<file path="config.mk">
export PLATFORM = sky130hd
export DESIGN_NAME = spf_pin_function
export DESIGN_NICKNAME = d
export VERILOG_FILES = /design/src/design/spf_pkg.sv /design/src/design/spf_pin_function.sv
export VERILOG_INCLUDE_DIRS = /design/src /design/src/design
export SDC_FILE = /design/constraint.sdc
export NUM_CORES = 1
export LEC_CHECK = 0
export BUFFER_PORTS_ARGS = -buffer_cell sky130_fd_sc_hd__buf_4
export CAP_MARGIN = 15
export CORE_MARGIN = 4
export CORE_UTILIZATION = 33
export CTS_CLUSTER_SIZE = 25
export DETAILED_ROUTE_END_ITERATION = 10
export SETUP_SLACK_MARGIN = 0.15
export SYNTH_ARGS = -nofsm -noshare
export SYNTH_HDL_FRONTEND = slang
export SYNTH_SLANG_ARGS = --single-unit
</file>
<file path="constraint.sdc">
create_clock -name clk -period 4 [get_ports clk]
set_clock_uncertainty 0.05 [all_clocks]
set_input_delay 0.4 -clock clk [delete_from_list [all_inputs] [get_ports clk]]
set_output_delay 0.4 -clock clk [all_outputs]
set_load 0.05 [all_outputs]
</file>
<file path="src/design/spf_params.svh">
// Purpose: offsets, field positions, reset values and timing counts
// Assumes: 32-bit avalon data, byte addresses
// Notes: included by the pin-function block and the bench top
`ifndef SPF_PARAMS_SVH
`define SPF_PARAMS_SVH
// =====================================================================
// register map (byte addresses)
`define SPF_CTRL_ADDR 4'h0
`define SPF_CMD_ADDR 4'h4
`define SPF_STATUS_ADDR 4'h8
// control register fields
`define SPF_CTRL_MODE_LSB 0
`define SPF_CTRL_FMT_BIT 2
`define SPF_CTRL_PDOWN_BIT 3
// command codes
`define SPF_PIN_DEFINE_COMMAND_TOP 5'h1C
`define SPF_D_CLOCK_ENABLE_COMMAND_CODE 8'hF1
// reset values
`define SPF_RST_FMT 1'h0
`define SPF_RST_PDOWN 1'h1
// =====================================================================
// timing: system clock and recovered clock rates
`define SPF_CLK_HZ 200000000
`define SPF_RCLK_F0_HZ 512000
`define SPF_RCLK_F1_HZ 2048000
`define SPF_HALF_F0 (`SPF_CLK_HZ / (2 * `SPF_RCLK_F0_HZ))
`define SPF_HALF_F1 (`SPF_CLK_HZ / (2 * `SPF_RCLK_F1_HZ))
`define SPF_FRAME_HZ 8000
`define SPF_FRAME_F0 (`SPF_RCLK_F0_HZ / `SPF_FRAME_HZ)
`define SPF_FRAME_F1 (`SPF_RCLK_F1_HZ / `SPF_FRAME_HZ)
// slot layout: b1 bits 0..7, b2 bits 8..15, d bits 16..17
`define SPF_B2_FIRST 8'h08
`define SPF_B2_LAST 8'h0F
`define SPF_D_FIRST 8'h10
`define SPF_LAST_BIT 8'h11
`endif

</file>
<file path="src/design/spf_pkg.sv">
// Purpose: types for the system interface pin-function block
// Assumes: spf_params.svh holds the numbers
// Notes: state is one packed struct
package spf_pkg;
  // =====================================================================
  // device modes and pin functions
  typedef enum logic [1:0] {SPF_NTA, SPF_NTF, SPF_TEM, SPF_TES} spf_mode_t;
  typedef enum logic [1:0] {SPF_P1_WAKE, SPF_P1_RXWIN, SPF_P1_RCLK, SPF_P1_TXWIN} spf_p1_t;
  // avalon request bundle
  typedef struct packed {
    logic [3:0] address;
    logic read;
    logic write;
    logic [31:0] writedata;
  } spf_av_req_t;
  // =====================================================================
  // complete block state
  typedef struct packed {
    logic bclk_s1, bclk_s2, fs_s1, fs_s2, txd_s1, txd_s2, lsd_s1, lsd_s2, lock_s1, lock_s2;
    logic bk_d, fs_d, lock_d, pend;
    logic [7:0] div_cnt;
    logic rclk;
    logic [7:0] fcnt, bit_cnt;
    logic active;
    logic [17:0] rx_sh, tx_sh, tx_data;
    logic tx_valid;
    spf_mode_t mode;
    logic fmt, pdown, d_clock_enable_command;
    spf_p1_t p1_sel;
    logic p2_sel;
    logic rd_out, rd_oe, fs_out, fs_oe, p1_out, p1_oe, p2_out;
    logic wait_q;
    logic [31:0] rdata;
  } spf_state_t;
endpackage : spf_pkg

</file>
<file path="src/design/spf_pin_function.sv">
// Purpose: strobe, serial data and alternate pin functions of the system interface
// Assumes: pins pass two flops; avalon-mm slave with waitrequest
// Notes: every output is a field of the registered state
`timescale 1ns/1ps
`include "spf_params.svh"
module spf_pin_function
  import spf_pkg::*;
(
  input wire logic clk,
  input wire logic sys_rst,
  input wire logic [3:0] avs_address,
  input wire logic avs_read,
  input wire logic avs_write,
  input wire logic [31:0] avs_writedata,
  output logic [31:0] avs_readdata,
  output logic avs_waitrequest,
  input wire logic bit_clock_in,
  input wire logic line_lock_pulse,
  input wire logic line_signal_detect,
  input wire logic [17:0] rx_frame_data,
  output logic [17:0] tx_frame_data,
  output logic tx_frame_valid,
  input wire logic tx_serial_data_in,
  output logic rx_serial_data_out,
  output logic rx_serial_data_oe,
  input wire logic receive_frame_strobe_in,
  output logic receive_frame_strobe_out,
  output logic receive_frame_strobe_oe,
  output logic alt_pin_one_out,
  output logic alt_pin_one_oe,
  output logic alt_pin_two_out
);
  // =====================================================================
  // state and next state
  spf_state_t s_q; // registered state
  spf_state_t s_d; // next state
  spf_av_req_t req; // bundled bus request
  logic bk; // effective bit clock level
  logic bk_rise; // bit clock rising edge
  logic bk_fall; // bit clock falling edge
  logic start; // frame start at this rising edge
  logic d_slot; // current bit is a d channel bit
  logic tx_win; // transmit d window level
  logic [7:0] half; // recovered clock half period
  logic [7:0] flen; // bits per frame minus one in master mode
  logic tx_bit; // bit taken on falling edge
  logic acc; // bus access completes this edge

  assign req = '{address: avs_address, read: avs_read, write: avs_write, writedata: avs_writedata};

  // =====================================================================
  // next-state logic
  always_comb begin
    s_d = s_q;
    // two-flop synchronisers for outside inputs
    s_d.bclk_s1 = bit_clock_in;
    s_d.bclk_s2 = s_q.bclk_s1;
    s_d.fs_s1 = receive_frame_strobe_in;
    s_d.fs_s2 = s_q.fs_s1;
    s_d.txd_s1 = tx_serial_data_in;
    s_d.txd_s2 = s_q.txd_s1;
    s_d.lsd_s1 = line_signal_detect;
    s_d.lsd_s2 = s_q.lsd_s1;
    s_d.lock_s1 = line_lock_pulse;
    s_d.lock_s2 = s_q.lock_s1;
    s_d.lock_d = s_q.lock_s2;
    s_d.fs_d = s_q.fs_s2;
    // recovered clock divider, restarted by line lock edge
    half = s_q.fmt ? 8'(`SPF_HALF_F1) : 8'(`SPF_HALF_F0);
    flen = s_q.fmt ? 8'(`SPF_FRAME_F1 - 1) : 8'(`SPF_FRAME_F0 - 1);
    if (s_q.lock_s2 && !s_q.lock_d) begin
      s_d.div_cnt = 8'h00;
      s_d.rclk = 1'b1;
    end else if (s_q.div_cnt == half - 8'h01) begin
      s_d.div_cnt = 8'h00;
      s_d.rclk = ~s_q.rclk;
    end else begin
      s_d.div_cnt = s_q.div_cnt + 8'h01;
    end
    // master mode runs on the recovered clock, others on the pin
    bk = (s_q.mode == SPF_TEM) ? s_q.rclk : s_q.bclk_s2;
    s_d.bk_d = bk;
    bk_rise = bk && !s_q.bk_d;
    bk_fall = !bk && s_q.bk_d;
    start = 1'b0;
    if (bk_rise) begin
      if (s_q.mode == SPF_TEM) begin
        start = (s_q.fcnt == 8'h00);
        s_d.fcnt = (s_q.fcnt >= flen) ? 8'h00 : s_q.fcnt + 8'h01;
      end else begin
        start = s_q.pend;
        s_d.pend = 1'b0;
      end
    end
    // strobe rising edge arms the next frame in slave modes
    // placed after the clear so a coincident edge still arms
    if (s_q.mode != SPF_TEM && s_q.fs_s2 && !s_q.fs_d) begin
      s_d.pend = 1'b1;
    end
    // receive shifting on rising bit clock edges
    if (bk_rise) begin
      if (start) begin
        s_d.active = 1'b1;
        s_d.bit_cnt = 8'h00;
        s_d.rd_out = rx_frame_data[17];
        s_d.rx_sh = {rx_frame_data[16:0], 1'b0};
      end else if (s_q.active) begin
        if (s_q.bit_cnt == `SPF_LAST_BIT) begin
          s_d.active = 1'b0;
        end else begin
          s_d.bit_cnt = s_q.bit_cnt + 8'h01;
          s_d.rd_out = s_q.rx_sh[17];
          s_d.rx_sh = {s_q.rx_sh[16:0], 1'b0};
        end
      end
    end
    // data pin driven only while a frame shifts
    s_d.rd_oe = s_d.active;
    // transmit sampling on falling bit clock edges
    d_slot = s_q.active && (s_q.bit_cnt >= `SPF_D_FIRST);
    tx_bit = (s_q.d_clock_enable_command && d_slot) ? s_q.fs_s2 : s_q.txd_s2;
    s_d.tx_valid = 1'b0;
    if (bk_fall && s_q.active) begin
      s_d.tx_sh = {s_q.tx_sh[16:0], tx_bit};
      if (s_q.bit_cnt == `SPF_LAST_BIT) begin
        s_d.tx_data = {s_q.tx_sh[16:0], tx_bit};
        s_d.tx_valid = 1'b1;
      end
    end
    // frame strobe output in master mode
    d_slot = s_d.active && (s_d.bit_cnt >= `SPF_D_FIRST);
    tx_win = d_slot;
    s_d.fs_oe = (s_q.mode == SPF_TEM) && !s_q.d_clock_enable_command;
    if (s_q.fmt) begin
      s_d.fs_out = s_d.active && (s_d.bit_cnt >= `SPF_B2_FIRST) && (s_d.bit_cnt <= `SPF_B2_LAST);
    end else begin
      s_d.fs_out = s_d.active && (s_d.bit_cnt == 8'h00);
    end
    // alternate pin two
    s_d.p2_out = s_q.p2_sel ? s_q.rclk : tx_win;
    // alternate pin one
    case (s_q.p1_sel)
      SPF_P1_WAKE: begin
        s_d.p1_out = 1'b0;
        s_d.p1_oe = s_q.pdown && s_q.lsd_s2;
      end
      SPF_P1_RXWIN: begin
        s_d.p1_out = d_slot;
        s_d.p1_oe = 1'b1;
      end
      SPF_P1_RCLK: begin
        s_d.p1_out = s_q.rclk;
        s_d.p1_oe = 1'b1;
      end
      SPF_P1_TXWIN: begin
        s_d.p1_out = tx_win;
        s_d.p1_oe = 1'b1;
      end
      default: begin
        s_d.p1_out = 1'b0;
        s_d.p1_oe = 1'b0;
      end
    endcase
    // avalon slave: one wait cycle, action on the low edge
    // acc marks the edge at which the master sees waitrequest low
    acc = (req.read || req.write) && !s_q.wait_q;
    s_d.wait_q = !((req.read || req.write) && s_q.wait_q);
    if ((req.read || req.write) && s_q.wait_q && req.read) begin
      case (req.address)
        `SPF_CTRL_ADDR: s_d.rdata = {28'h0000000, s_q.pdown, s_q.fmt, s_q.mode};
        `SPF_STATUS_ADDR: s_d.rdata = {24'h000000, s_q.active, s_q.lsd_s2, s_q.d_clock_enable_command,
          s_q.p2_sel, s_q.p1_sel, s_q.mode};
        default: s_d.rdata = 32'h00000000;
      endcase
    end
    if (acc && req.write) begin
      case (req.address)
        `SPF_CTRL_ADDR: begin
          s_d.mode = spf_mode_t'(req.writedata[`SPF_CTRL_MODE_LSB +: 2]);
          s_d.fmt = req.writedata[`SPF_CTRL_FMT_BIT];
          s_d.pdown = req.writedata[`SPF_CTRL_PDOWN_BIT];
          // mode selection restores defaults
          s_d.p1_sel = SPF_P1_WAKE;
          s_d.p2_sel = (spf_mode_t'(req.writedata[1:0]) == SPF_TES);
          s_d.d_clock_enable_command = 1'b0;
        end
        `SPF_CMD_ADDR: begin
          if (req.writedata[7:3] == `SPF_PIN_DEFINE_COMMAND_TOP) begin
            s_d.p2_sel = req.writedata[2];
            s_d.p1_sel = spf_p1_t'(req.writedata[1:0]);
          end else if (req.writedata[7:0] == `SPF_D_CLOCK_ENABLE_COMMAND_CODE) begin
            s_d.d_clock_enable_command = 1'b1;
          end
        end
        default: begin
        end
      endcase
    end
  end

  // =====================================================================
  // state register
  always_ff @(posedge clk or posedge sys_rst) begin
    if (sys_rst) begin
      // constants only: bus busy, pins released
      s_q <= '0;
      s_q.mode <= SPF_NTA;
      s_q.fmt <= `SPF_RST_FMT;
      s_q.pdown <= `SPF_RST_PDOWN;
      s_q.p1_sel <= SPF_P1_WAKE;
      s_q.wait_q <= 1'b1;
    end else begin
      s_q <= s_d;
    end
  end

  // outputs straight from the state register
  assign avs_readdata = s_q.rdata;
  assign avs_waitrequest = s_q.wait_q;
  assign tx_frame_data = s_q.tx_data;
  assign tx_frame_valid = s_q.tx_valid;
  assign rx_serial_data_out = s_q.rd_out;
  assign rx_serial_data_oe = s_q.rd_oe;
  assign receive_frame_strobe_out = s_q.fs_out;
  assign receive_frame_strobe_oe = s_q.fs_oe;
  assign alt_pin_one_out = s_q.p1_out;
  assign alt_pin_one_oe = s_q.p1_oe;
  assign alt_pin_two_out = s_q.p2_out;
endmodule : spf_pin_function

</file>
==> results.toml <==
[detailed_routing]
antenna_left = 0
drt-pass1-iter-count = 5
drt_iter0_markers = 187
via_per_inst = 4.78
wl_per_cell_um = 13.8
dr_wl_met2_um = 5290
met1_length_um = 5040
wl_met3_um = 597
highest_layer = "met4"
finalWirelength_um = 11100
dr_total_vias = 3826
drcViolationCount = 0

[clock_network]
cts-root-buf = "clkbuf_16"
cts_resized = 0
tritoncts = "built"
htree_levels = 4
cts_made_buffers = 17
cts_setup_buffers = 0
clockBufferDepth = 2
clk_latency_ps = 410
cts.clk_slew.worst_paths_ps = 50
cts_sinks = 116
hold_buffers = 0

[job]
cap_violations = 0

[pwr]
p_leak_nw = 3.20
finalPower_mw = 4.10
vdd_drop_max_mv = 0.308
p_per_area_nw_per_um2 = 606

[logic_synthesis]
synthArstFlopShare = 1.00
syn_inst = 516
synthTopCellsByArea = "dfrtp_1 51%, buf_4 7.5%, mux2_2 7.4%, nand2_1 3.9%, nand3_1 2.8%"
synth_top_area_cell = "dfrtp_1"
synth_cell_types = 56
ys_seq_elements = 116
synth-edff-count = 0
mappedNetlistArea_sq_um = 5630
synth_seq_area_share = 0.516
syn_area_per_cell_sq_um = 10.9
synth_common_cells = "114 x dfrtp_1, 59 x nand2_1, 56 x buf_4, 37 x mux2_2, 31 x nand3_1"
yosys_most_used_dff = "dfrtp_1"
yosysTopAreaCellShare = 0.507
synth_warnings = 0
yosysMostFrequentCell = "dfrtp_1"

[floorplan]
die_area_sq_um = 19200
die_w_um = 139
num_io_pins = 122
core-area_sq_um = 16600
fp-row-count = 47
die_h_um = 139
start_util = 0.338

[sta]
grt_setup_unrepaired = "false"
slew_headroom = 0.357
period_share = 0.628
setup_viol = 0
setup_ws_ps = 1490
tns_ps = 0
finalHoldViolCount = 0
fmax_mhz = 398
tightest_slew_ps = 964
finalCriticalPeriod_ps = 2510
finalMaxSlewViolations = 0

[finish]
finalNetCount = 638
final_layout_size_suffix_gt1_frac = 0.288
fin_area_sq_um = 6760
syn2layout_area_growth_pct = 20.1
antenna_cells = 0

[critical_path]
path_class = "reg2reg"
cp-end-kind = "flip-flop"
crit_fanout = 19
arrival_ps = 2790
cp.required_ps = 4280
cp-start-kind = "flip-flop"

[outcome]
status = "complete, no violations"

[global_routing]
grt_max_degree = 79
grt_antenna_before_repair = 0
grt_pass1_vias = 4009
overflow = 0
grt_pass1_wl_um = 19100
grtUsageTotal = 0.120

[placement]
hpwl_um = 7730
io_buffers = 73
pre_cts_slack_ps = 1440
gp_congestion = 0.842
placed_cell_area_sq_um = 6080

[worst_hold_path]
min_path_type = "in2reg"
## state kept, by name (all words and copies together), names as in the netlist
name,cells
tx_frame_valid,1
alt_pin_one_oe,1
tx_frame_data,18
receive_frame_strobe_oe,1
rx_serial_data_oe,1
rx_serial_data_out,1
avs_readdata,8
s_d,7
receive_frame_strobe_out,1
alt_pin_one_out,1
s_q,74
avs_waitrequest,1
alt_pin_two_out,1
## cells by family after synthesis
logic type / Yosys count / share of synthesized area
buffers and inverters: 83 / 0.0989
muxes: 42 / 0.0829
DFF: 116 / 0.516
and+or+nand+nor: 165 / 0.161
AOI/OAI and AO/OA: 94 / 0.112
other: 1 / 0.000666
xor gates and xnor gates: 7 / 0.0109
adders and majority gates: 8 / 0.0178
## worst paths after layout
path	start	endpoint	slack [ps]	cells after the start
setup / recovery	s_q[120]	s_q[87]	1490	6
hold reg to reg	s_d[137]	s_q[137]	300	0
min in group asynchronous	sys_rst	avs_readdata[7]	180	2
setup reg to reg	s_q[120]	s_q[87]	1490	6
hold / removal	receive_frame_strobe_in	s_d[139]	50	1
max in group asynchronous	sys_rst	s_q[44]	2810	3
## through the flow
step / cells / hold slack [ps] / util
2_1_floorplan: 539 / 281 / -
3_3_place_gp: 768 / 286 / 0.365
3_5_place_dp: 768 / 289 / 0.365
4_1_cts: 800 / 26.0 / 0.406
5_1_grt: 800 / 24.0 / 0.406
6_report: 800 / 47.8 / 0.406
## layout make-up
type,instances,area [sq um]
Fill cell,1603,9880
Sequential cell,116,2910
Multi-Input combinational cell,340,2260
Timing Repair Buffer,79,593
Clock buffer,20,457
Tap cell,220,275
Clock inverter,12,225
Inverter,13,51.3
## critical path, cell delays in order (launching register included)
cell       delay, ps
dfrtp_1          490
nand4bb_1        450
o21ai_2          320
and3_1           680
and3_1           240
a21oi_1           40
o21ai_0          160
## report_power, final
part / switching, mW / leakage [nW] / internal, mW
clock network: 0.525 / 0.323 / 1.20
logic: 0.453 / 1.37 / 0.340
registers: 0.176 / 1.50 / 1.40
## per-layer routing
| layer | track usage | vias to the layer above |
|---|---|---|
| met4 | 0.0458 | 0 |
| li1 | - | 1844 |
| met1 | 0.149 | 1851 |
| met2 | 0.192 | 119 |
| met3 | 0.0431 | 12 |
| met5 | 0 | - |
## cells in the final DEF, fill, tap and decap left out, types with 3 or more instances in the layout
cell	instances
inv_1	12
o21ai_0	24
mux2i_1	5
bufinv_16	6
clkbuf_16	17
mux2_2	37
nand4_1	9
ha_1	8
o22ai_1	3
nor3_1	5
a21oi_1	24
nor2b_1	4
dfrtp_1	114
buf_4	79
nor2_1	19
nand2b_1	6
clkinvlp_4	3
conb_1	24
nand2_1	59
and2_1	3
o31ai_1	6
and3_1	7
xor2_1	5
a21o_1	17
nand3_1	31
o21ai_1	4
a31oi_1	3
Power figures use the tool's default switching activity.
